--- config.mk ---
export PLATFORM = sky130hd
export DESIGN_NAME = rlps_top
export DESIGN_NICKNAME = d
export VERILOG_FILES = /design/src/hw/rlps_pkg.sv /design/src/hw/rlps_sync3.sv /design/src/hw/rlps_top.sv
export VERILOG_INCLUDE_DIRS = /design/src /design/src/hw
export SDC_FILE = /design/constraint.sdc
export NUM_CORES = 1
export LEC_CHECK = 0
export BUFFER_PORTS_ARGS = -buffer_cell sky130_fd_sc_hd__buf_4
export CORE_MARGIN = 1
export CORE_UTILIZATION = 27
export CTS_CLUSTER_SIZE = 16
export DETAILED_ROUTE_END_ITERATION = 10
export SLEW_MARGIN = 40
export SYNTH_ARGS = -nofsm -noshare
export SYNTH_HDL_FRONTEND = slang
export SYNTH_HIERARCHICAL = 1
export SYNTH_SLANG_ARGS = --single-unit
--- constraint.sdc ---
create_clock -name aclk -period 4.5 [get_ports aclk]
set_input_delay 0.45 -clock aclk [delete_from_list [all_inputs] [get_ports aclk]]
set_output_delay 0.45 -clock aclk [all_outputs]
set_load 0.02 [all_outputs]
--- src/hw/rlps_map.svh ---
// Register offsets, reset values and timing figures of the rise supervisor.
// Assumes a 40 MHz aclk; included by the top-level design file by bare name.
`ifndef RLPS_MAP_SVH
`define RLPS_MAP_SVH

`define RLPS_A_CTRL 8'h00
`define RLPS_A_GROUP 8'h04
`define RLPS_A_PVADJ 8'h08
`define RLPS_A_LIM 8'h0C
`define RLPS_A_SV 8'h10
`define RLPS_A_CMD 8'h14
`define RLPS_A_STAT 8'h18

`define RLPS_CTRL_RST 8'h10
`define RLPS_LIM_RST 32'h7FFF8000
`define RLPS_GROUP_OFF 5'h00

`define RLPS_RESP_OKAY 2'h0
`define RLPS_RESP_SLVERR 2'h2

`define RLPS_CLK_HZ 64'h0000000002625A00
`define RLPS_SEC_PER_MIN 64'h3C
`define RLPS_MS_PER_SEC 64'h3E8
`define RLPS_LEARN_TMO_MIN 64'h64
`define RLPS_PFAIL_MS 64'h14

`endif

--- src/hw/rlps_pkg.sv ---
// Types shared by the rise supervisor files.
// Assumes nothing beyond a SystemVerilog compiler.
package rlps_pkg;

	typedef logic signed [15:0] rlps_pv_t;
	typedef logic [37:0] rlps_tmo_t;
	typedef logic [19:0] rlps_pf_t;

	typedef enum logic [2:0] {
		ct_rev, ct_dir, ct_hc_air, ct_hc_water, ct_hc_lin, ct_onoff
	} rlps_ctype_t;

	typedef struct packed {
		rlps_ctype_t ctype;
		logic learn_on;
		logic remote;
		logic manual;
		logic autotune;
		logic run;
	} rlps_ctrl_t;

	typedef struct packed {
		rlps_pv_t hi;
		rlps_pv_t lo;
	} rlps_lim_t;

	typedef struct packed {
		logic clr_abort;
		logic rise_go;
		logic learn_done;
		logic learn_go;
	} rlps_cmd_t;

	typedef enum logic [3:0] {
		cs_none, cs_lrn_off, cs_pvadj, cs_stop, cs_manual, cs_remote,
		cs_scale, cs_err, cs_tmo, cs_power, cs_fail
	} rlps_cause_t;

	typedef struct packed {
		rlps_cause_t cause;
		logic abort_seen;
		logic grp_all;
		logic rise_act;
		logic permit;
		logic learn_act;
	} rlps_stat_t;

	typedef struct packed {
		logic grp_abort;
		logic grp_all;
		logic fail;
		logic pwr;
	} rlps_async_t;

	typedef struct packed {
		logic awvalid;
		logic [7:0] awaddr;
		logic wvalid;
		logic [31:0] wdata;
		logic [3:0] wstrb;
		logic bready;
		logic arvalid;
		logic [7:0] araddr;
		logic rready;
	} rlps_axi_req_t;

	typedef struct packed {
		logic awready;
		logic wready;
		logic bvalid;
		logic [1:0] bresp;
		logic arready;
		logic rvalid;
		logic [31:0] rdata;
		logic [1:0] rresp;
	} rlps_axi_rsp_t;

endpackage

--- src/hw/rlps_sync3.sv ---
// Three-stage input synchroniser for pins from outside the aclk domain.
// Assumes inputs may change at any time; output follows once stages 2 and 3 agree.
`timescale 1ns/1ps
`default_nettype none
module rlps_sync3 #(
	parameter int W = 1
)(
	// Clock and reset
	input wire logic aclk,
	input wire logic aresetn,
	// Raw and settled levels
	input wire logic [W-1:0] din,
	output logic [W-1:0] dout
);
	typedef struct packed {
		logic [W-1:0] s1;
		logic [W-1:0] s2;
		logic [W-1:0] s3;
		logic [W-1:0] q;
	} rlps_sy_t;

	rlps_sy_t r;
	rlps_sy_t n;
	logic [W-1:0] agree;

	// Stage 1 feeds stage 2 only, so it never drives a decision
	assign agree = ~(r.s2 ^ r.s3);

	always_comb
	begin
		n = r;
		n.s1 = din;
		n.s2 = r.s1;
		n.s3 = r.s2;
		n.q = (r.s3 & agree) | (r.q & ~agree);
	end

	always_ff @(posedge aclk)
	begin
		if (!aresetn)
			r <= '0;
		else
			r <= n;
	end

	assign dout = r.q;
endmodule
`default_nettype wire

--- src/hw/rlps_top.sv ---
// Learning-abort and synchronised-rise permit supervisor with AXI4-Lite registers.
// Assumes measured value, scale and break flags come from logic on aclk;
// supply, fault and group lines are asynchronous pins.
// Behaviour
// - Any abort condition stops an active learning run at once.
// - An abort leaves the learning setting on.
// - Writing the learning setting off aborts learning.
// - Changing bias, input filter or ratio aborts learning.
// - Run to halt transition aborts learning.
// - Switching to manual aborts learning.
// - Switching to remote aborts learning.
// - Measured value under or over scale aborts learning.
// - Measured value at or beyond an error limit aborts learning.
// - Learning not finished after about 100 minutes is aborted.
// - Supply loss longer than 20 ms aborts learning.
// - Instrument fault aborts learning.
// - Rise starts only when every group member gives its permit.
// - Permit needs run, no autotune, auto, and a PID or heat/cool type.
// - Permit needs value in scale, no break, and within error limits.
// - Reverse and heat/cool need setpoint above value; direct needs below.
// - Heat/cool may only rise in the increasing direction.
// - Startup tuning neither blocks nor is blocked by the rise.
// - Group zero never takes part in a rise.
// - Any member's rise abort stops the whole group's rise.
//
// The register addresses and the AXI4-Lite interface to the registers are this design's own decisions.
`timescale 1ns/1ps
`default_nettype none
`include "rlps_map.svh"
module rlps_top #(
	parameter rlps_pkg::rlps_tmo_t LEARN_TMO_CYC = rlps_pkg::rlps_tmo_t'(
		`RLPS_LEARN_TMO_MIN * `RLPS_SEC_PER_MIN * `RLPS_CLK_HZ),
	parameter rlps_pkg::rlps_pf_t PFAIL_CYC = rlps_pkg::rlps_pf_t'(
		`RLPS_PFAIL_MS * `RLPS_CLK_HZ / `RLPS_MS_PER_SEC)
)(
	// Clock and reset
	input wire logic aclk,
	input wire logic aresetn,
	// Register bus
	input wire rlps_pkg::rlps_axi_req_t s_axi_req,
	output rlps_pkg::rlps_axi_rsp_t s_axi_rsp,
	// Measurement, same clock
	input wire rlps_pkg::rlps_pv_t measured_value,
	input wire logic pv_under,
	input wire logic pv_over,
	input wire logic sensor_break,
	// Asynchronous pins
	input wire logic power_fail,
	input wire logic instrument_fail,
	input wire logic grp_permit_all,
	input wire logic grp_abort,
	// Group and controller outputs
	output logic local_permit,
	output logic rise_abort_req,
	output logic rise_active,
	output logic learn_active
);
	import rlps_pkg::*;

	typedef struct packed {
		logic aw_h;
		logic [7:0] awaddr;
		logic w_h;
		logic [31:0] wdata;
		logic [3:0] wstrb;
		logic bvalid;
		logic [1:0] bresp;
		logic rvalid;
		logic [31:0] rdata;
		logic [1:0] rresp;
		rlps_ctrl_t ctrl;
		logic [4:0] group;
		logic [31:0] pvadj;
		rlps_lim_t lim;
		rlps_pv_t sv;
		logic learn_act;
		rlps_tmo_t tmo;
		rlps_pf_t pfc;
		logic permit;
		logic rise_act;
		logic rabort;
		logic abort_seen;
		rlps_cause_t cause;
	} rlps_st_t;

	rlps_st_t r;
	rlps_st_t n;
	rlps_async_t as_raw;
	rlps_async_t as_s;
	rlps_stat_t stat;
	rlps_ctrl_t new_ctrl;
	rlps_cmd_t cmd;
	rlps_cause_t cause_nxt;
	logic [31:0] wmerge;
	logic aw_rdy;
	logic w_rdy;
	logic ar_rdy;
	logic wr_go;
	logic wr_ctrl;
	logic ev_lrn_off;
	logic ev_pvadj;
	logic ev_stop;
	logic ev_man;
	logic ev_rem;
	logic pv_scale;
	logic pv_err;
	logic pv_in_rng;
	logic tmo_hit;
	logic pwr_long;
	logic ct_pid;
	logic ct_hc;
	logic dir_ok;
	logic permit_nxt;
	logic rise_cond;
	logic rise_stop;
	logic rise_go;
	logic lrn_abort;

	function automatic logic [31:0] rd_word(input rlps_st_t s, input rlps_stat_t st,
		input logic [7:0] a);
		logic [31:0] v;
		v = 32'h0;
		case (a)
			`RLPS_A_CTRL: v = 32'(s.ctrl);
			`RLPS_A_GROUP: v = 32'(s.group);
			`RLPS_A_PVADJ: v = s.pvadj;
			`RLPS_A_LIM: v = s.lim;
			`RLPS_A_SV: v = 32'(unsigned'(s.sv));
			`RLPS_A_STAT: v = 32'(st);
			default: v = 32'h0;
		endcase
		return v;
	endfunction

	function automatic logic mapped(input logic [7:0] a);
		return a inside {`RLPS_A_CTRL, `RLPS_A_GROUP, `RLPS_A_PVADJ, `RLPS_A_LIM,
			`RLPS_A_SV, `RLPS_A_CMD, `RLPS_A_STAT};
	endfunction

	function automatic logic [31:0] merge(input logic [31:0] old, input logic [31:0] wd,
		input logic [3:0] be);
		logic [31:0] v;
		v = old;
		for (int i = 0; i < 4; i++)
		begin
			if (be[i])
				v[i*8 +: 8] = wd[i*8 +: 8];
		end
		return v;
	endfunction

	// Supply, fault and group lines are not on aclk
	assign as_raw.grp_abort = grp_abort;
	assign as_raw.grp_all = grp_permit_all;
	assign as_raw.fail = instrument_fail;
	assign as_raw.pwr = power_fail;

	rlps_sync3 #(
		.W($bits(rlps_async_t))
	) u_sync (
		.aclk(aclk),
		.aresetn(aresetn),
		.din(as_raw),
		.dout(as_s)
	);

	assign stat.cause = r.cause;
	assign stat.abort_seen = r.abort_seen;
	assign stat.grp_all = as_s.grp_all;
	assign stat.rise_act = r.rise_act;
	assign stat.permit = r.permit;
	assign stat.learn_act = r.learn_act;

	// Bus handshake; one write in flight, response must drain first
	assign aw_rdy = !r.aw_h && !r.bvalid;
	assign w_rdy = !r.w_h && !r.bvalid;
	assign ar_rdy = !r.rvalid;
	assign wr_go = r.aw_h && r.w_h && !r.bvalid;
	assign wmerge = merge(rd_word(r, stat, r.awaddr), r.wdata, r.wstrb);
	assign new_ctrl = rlps_ctrl_t'(wmerge[$bits(rlps_ctrl_t)-1:0]);
	assign wr_ctrl = wr_go && (r.awaddr == `RLPS_A_CTRL);
	assign cmd = (wr_go && (r.awaddr == `RLPS_A_CMD)) ?
		rlps_cmd_t'(wmerge[$bits(rlps_cmd_t)-1:0]) : rlps_cmd_t'('0);

	// Mode-change events seen on the write that makes them
	assign ev_lrn_off = wr_ctrl && r.ctrl.learn_on && !new_ctrl.learn_on;
	assign ev_pvadj = wr_go && (r.awaddr == `RLPS_A_PVADJ) && (wmerge != r.pvadj);
	assign ev_stop = wr_ctrl && r.ctrl.run && !new_ctrl.run;
	assign ev_man = wr_ctrl && !r.ctrl.manual && new_ctrl.manual;
	assign ev_rem = wr_ctrl && !r.ctrl.remote && new_ctrl.remote;

	assign pv_scale = pv_under || pv_over;
	assign pv_err = (measured_value >= r.lim.hi) || (measured_value <= r.lim.lo);
	assign pv_in_rng = (measured_value <= r.lim.hi) && (measured_value >= r.lim.lo);
	assign tmo_hit = r.tmo == LEARN_TMO_CYC;
	// Strictly longer than the limit, so a drop of exactly 20 ms is tolerated
	assign pwr_long = r.pfc > PFAIL_CYC;

	assign lrn_abort = r.learn_act && (ev_lrn_off || ev_pvadj || ev_stop || ev_man
		|| ev_rem || pv_scale || pv_err || tmo_hit || pwr_long || as_s.fail);

	assign cause_nxt = ev_lrn_off ? cs_lrn_off :
		ev_pvadj ? cs_pvadj :
		ev_stop ? cs_stop :
		ev_man ? cs_manual :
		ev_rem ? cs_remote :
		pv_scale ? cs_scale :
		pv_err ? cs_err :
		tmo_hit ? cs_tmo :
		pwr_long ? cs_power :
		cs_fail;

	assign ct_pid = r.ctrl.ctype inside {ct_rev, ct_dir};
	assign ct_hc = r.ctrl.ctype inside {ct_hc_air, ct_hc_water, ct_hc_lin};
	// Heat/cool falls in the setpoint-above branch, so it only ever rises
	assign dir_ok = (r.ctrl.ctype == ct_dir) ? (r.sv < measured_value) :
		(r.sv > measured_value);

	// Startup tuning is deliberately not a term here: both may run together
	assign permit_nxt = r.ctrl.run && !r.ctrl.autotune && !r.ctrl.manual
		&& (ct_pid || ct_hc)
		&& !pv_scale && !sensor_break && pv_in_rng
		&& dir_ok
		&& (r.group != `RLPS_GROUP_OFF) && !r.ctrl.learn_on;

	assign rise_cond = !r.ctrl.run || r.ctrl.autotune || r.ctrl.manual
		|| (r.ctrl.ctype == ct_onoff) || pv_scale || sensor_break || pv_err
		|| pwr_long || as_s.fail;
	assign rise_stop = rise_cond || as_s.grp_abort
		|| (r.group == `RLPS_GROUP_OFF);
	assign rise_go = cmd.rise_go && r.permit && as_s.grp_all && !rise_stop;

	always_comb
	begin
		n = r;
		if (s_axi_req.awvalid && aw_rdy)
		begin
			n.aw_h = 1'b1;
			n.awaddr = s_axi_req.awaddr;
		end
		if (s_axi_req.wvalid && w_rdy)
		begin
			n.w_h = 1'b1;
			n.wdata = s_axi_req.wdata;
			n.wstrb = s_axi_req.wstrb;
		end
		if (r.bvalid && s_axi_req.bready)
			n.bvalid = 1'b0;
		if (wr_go)
		begin
			n.aw_h = 1'b0;
			n.w_h = 1'b0;
			n.bvalid = 1'b1;
			n.bresp = mapped(r.awaddr) ? `RLPS_RESP_OKAY : `RLPS_RESP_SLVERR;
			case (r.awaddr)
				`RLPS_A_CTRL: n.ctrl = new_ctrl;
				`RLPS_A_GROUP: n.group = wmerge[$bits(r.group)-1:0];
				`RLPS_A_PVADJ: n.pvadj = wmerge;
				`RLPS_A_LIM: n.lim = wmerge;
				`RLPS_A_SV: n.sv = wmerge[$bits(rlps_pv_t)-1:0];
				default: n.bresp = n.bresp;
			endcase
		end
		if (r.rvalid && s_axi_req.rready)
			n.rvalid = 1'b0;
		if (s_axi_req.arvalid && ar_rdy)
		begin
			n.rvalid = 1'b1;
			n.rdata = rd_word(r, stat, s_axi_req.araddr);
			n.rresp = mapped(s_axi_req.araddr) ? `RLPS_RESP_OKAY : `RLPS_RESP_SLVERR;
		end

		if (!as_s.pwr)
			n.pfc = '0;
		else if (!pwr_long)
			n.pfc = r.pfc + 1'b1;

		if (r.learn_act)
			n.tmo = r.tmo + 1'b1;
		// The learning setting is left alone on abort
		if (lrn_abort)
		begin
			n.learn_act = 1'b0;
			n.cause = cause_nxt;
		end
		else if (cmd.learn_done && r.learn_act)
		begin
			n.learn_act = 1'b0;
			n.ctrl.learn_on = 1'b0;
		end
		// A start during a fault would only be aborted on the next edge
		else if (cmd.learn_go && r.ctrl.learn_on && !r.learn_act && !as_s.fail)
		begin
			n.learn_act = 1'b1;
			n.tmo = '0;
		end

		n.permit = permit_nxt;
		n.rabort = r.rise_act && rise_cond;
		if (rise_stop)
			n.rise_act = 1'b0;
		else if (rise_go)
			n.rise_act = 1'b1;

		// A new abort in the clearing cycle keeps the flag set
		n.abort_seen = lrn_abort || (r.rise_act && rise_stop)
			|| (r.abort_seen && !cmd.clr_abort);
	end

	always_ff @(posedge aclk)
	begin
		if (!aresetn)
		begin
			r <= '0;
			r.ctrl <= `RLPS_CTRL_RST;
			r.lim <= `RLPS_LIM_RST;
		end
		else
			r <= n;
	end

	assign s_axi_rsp.awready = aw_rdy;
	assign s_axi_rsp.wready = w_rdy;
	assign s_axi_rsp.bvalid = r.bvalid;
	assign s_axi_rsp.bresp = r.bresp;
	assign s_axi_rsp.arready = ar_rdy;
	assign s_axi_rsp.rvalid = r.rvalid;
	assign s_axi_rsp.rdata = r.rdata;
	assign s_axi_rsp.rresp = r.rresp;
	assign local_permit = r.permit;
	assign rise_abort_req = r.rabort;
	assign rise_active = r.rise_act;
	assign learn_active = r.learn_act;
endmodule
`default_nettype wire
==> flow_summary.ini <==
[outcome]
status = complete, no violations

[worst_setup_path]
crit-reg2reg-launch = r[235]
crit_arrival_ns = 4.52
cp-start-kind = flop
path_cells = buf_4 -> and4bb_1 -> nand2_2 -> nor2_1 -> or4_1 -> or4_1 -> or4_1 -> or4_1 -> o311a_2 -> o21a_1
startpoint = r[235]
endpoint = r[4]
worst-path-stages = 10
cp_data_required_time_ns = 4.98
crit_fanout = 13
r2r.worst_path.cells = 10
crit_top_cell = or4_1
crit_path_end_kind = flop
r2r_slack_ns = 0.46
cpLargestDelayFamily = simple AND/OR/NAND/NOR gates
critPathBufInv = 1
slowest_delay_ns = 0.66
setup.worst_path.class = flop to flop
r2r-end = r[4]
cp_slowest_cell = dfxtp_1

[logic_synthesis]
ys_ff_latch = 258
synthCells = 1877
synth-warning-count = 6
synth.yosys.seq_area_share_pct = 35.1
postSynthAreaPerCell_um2 = 7.83
synth_edf_count = 0
yosysUniqueCellTypes = 95
syn_area_mm2 = 0.0147
ys.flop_type = dfxtp_1
ys_async_sr_fraction_pct = 0

[placement]
portBuffers = 124
place_ws_ns = 0.509
place_area_mm2 = 0.0163
dpl.hpwl_um = 45400
dp_cells = 2601
place_congestion = 0.958

[die]
start_util_pct = 27.3
die_height_um = 235
pin_count = 127
core_mm2 = 0.0538
num_rows = 85
dieArea_mm2 = 0.0554
die_w_um = 235

[sta]
rsz0062_at_grt = false
slew_headroom_pct = 38.2
timing.hold.ws_ns = 0.0504
fmax_mhz = 247
maxSlewViolCount = 0
tightest_slew_ns = 0.919
fin_setup_tns_ns = 0
hold_viol = 0
timing.clock.skew_ns = 0.0119
post-route-min-period_ns = 4.04
timing.final.crit_share_pct = 89.8
fin_ws_ns = 0.457
setup_viol = 0

[cts]
hold_buffers = 0
cts_setup_buffers = 0
clock_latency_ns = 0.59
clkTransAtPathRegs_ns = 0.06
clock_path_buffers = 3
cts-htree-levels = 1
postCtsResizedCells = 0
cts_buffers = 30
cts_tree = yes
numClockSinks = 258
cts_root_buf = clkbuf_16

[finish]
final_cell_area_mm2 = 0.0173
register_area_mm2 = 0.00516
multi_input_comb_area_mm2 = 0.00849
syn_to_final_growth_pct = 18.0
layout_commonest_cell = nor2_1
nets = 2071
n_fill_cell = 5711
finalNonFillerCells = 2655
final_util_pct = 32.2
antennaDiodeCount = 0
layout_common_cells = nor2_1 (262), dfxtp_1 (258), nand2_1 (222), buf_4 (189), a21oi_1 (153)
final_layout_size_suffix_gt1_share_pct = 15.2

[power_and_ir_drop]
p_sw_mw = 1.53
pwr-share-comb_pct = 12.1
pwr-share-clk_pct = 46.3
p_sw_share_pct = 26.5
seq_power_share_pct = 41.6
p_leak_nw = 6.52
internal_power_mw = 4.23
p_total_mw = 5.76
peakVddDrop_uv = 302
p_per_area_mw_per_mm2 = 332

[routing]
wl_per_cell_um = 22.2
drc_errors = 0
drtIter0Drc = 1337
ant_nets = 0
drtPass1Iterations = 8
vias = 14300
vias_per_cell = 5.37
drt_wl_total_um = 59000

[grt]
grtUsageTotal_pct = 20.8
grt_pass1_wl_um = 87700
antenna_found_initial = 1
grt_pass1_vias = 13400
grt_max_degree = 81
gr-total-overflow = 0

[job]
cap_viol_max_count = 0

[hold_path]
hp-class = input pin to flop
==> logic make-up after synthesis <==
logic type               Yosys count  share of synthesized area (%)
adder cells (fa/ha/maj)           52                           4.43
other                              1                         0.0255
AO/OA/AOI/OAI                    446                           20.5
flip-flops                       258                           35.1
buffers and inverters            240                           7.59
XOR/XNOR                          77                           4.59
AND/OR/NAND/NOR                  761                           24.4
multiplexers                      42                           3.31
==> synth_stat cells (30+ instances only) <==
cell        n  area [um^2]
a22oi_1    38          285
nor2_1    264          991
ha_1       52          651
dfxtp_1   258         5160
xor2_1     48          420
clkbuf_1   90          338
nand2_1   223          837
nor3_1     39          195
a21oi_1   153          766
inv_1      76          285
nand3_1    47          235
nand4_1    30          188
o21ai_0    41          205
a211oi_1   59          443
buf_4      47          353
==> how the worst min path moves through the flow <==
| stage | startpoint | end | slack, ns | cells past startpoint |
|---|---|---|---|---|
| after CTS | s_axi_req[0] | s_axi_rsp[34] | 0.03 | 2 |
| after floorplan | u_sync/n[8] | u_sync/n[4] | 0.43 | 1 |
| final | s_axi_req[0] | s_axi_rsp[34] | 0.05 | 2 |
| after global placement | u_sync/n[9] | u_sync/n[5] | 0.44 | 1 |
| after detailed placement | u_sync/n[8] | u_sync/n[4] | 0.44 | 1 |
| after global routing | s_axi_req[0] | s_axi_rsp[34] | 0.06 | 2 |
==> layer usage <==
metal	share of wire (%)	global-route usage, %	vias up
li1	-	-	6734
met1	47	30.3	6898
met2	42	30.9	534
met3	7.7	3.52	83
met4	3.0	6.79	2
met5	0.022	0	-
==> layout make-up <==
cell class	count	area share [%]
Clock inverter	13	1.34
Clock buffer	41	4.85
Inverter	76	1.67
Timing Repair Buffer	191	8.41
Tap cell	696	5.02
Multi-Input combinational cell	1380	48.9
Sequential cell	258	29.8
==> worst register-to-register path, stage by stage, from the launching register on <==
cell      delay, ns
dfxtp_1        0.66
buf_4          0.23
and4bb_1       0.35
nand2_2        0.15
nor2_1         0.05
or4_1          0.53
or4_1          0.48
or4_1          0.52
or4_1          0.55
o311a_2        0.21
o21a_1         0.21
==> power groups by stage <==
stage | Clock [mW] | Combinational (mW) | Sequential [mW]
2_1_floorplan | 0 | 0.396 | 2.40
3_3_place_gp | 0 | 0.682 | 2.44
3_5_place_dp | 0 | 0.686 | 2.44
4_1_cts | 2.73 | 0.689 | 2.39
5_1_grt | 2.81 | 0.746 | 2.40
6_report | 2.67 | 0.694 | 2.39
==> registers in the layout (all words and copies together) (netlist names), named ones only <==
| signal | count |
|---|---|
| r | 202 |
| rise_active | 1 |
| learn_active | 1 |
| u_sync/r | 4 |
| s_axi_rsp | 36 |
| rise_abort_req | 1 |
| local_permit | 1 |
| u_sync/n | 8 |
(Power assumes the default switching activity.)
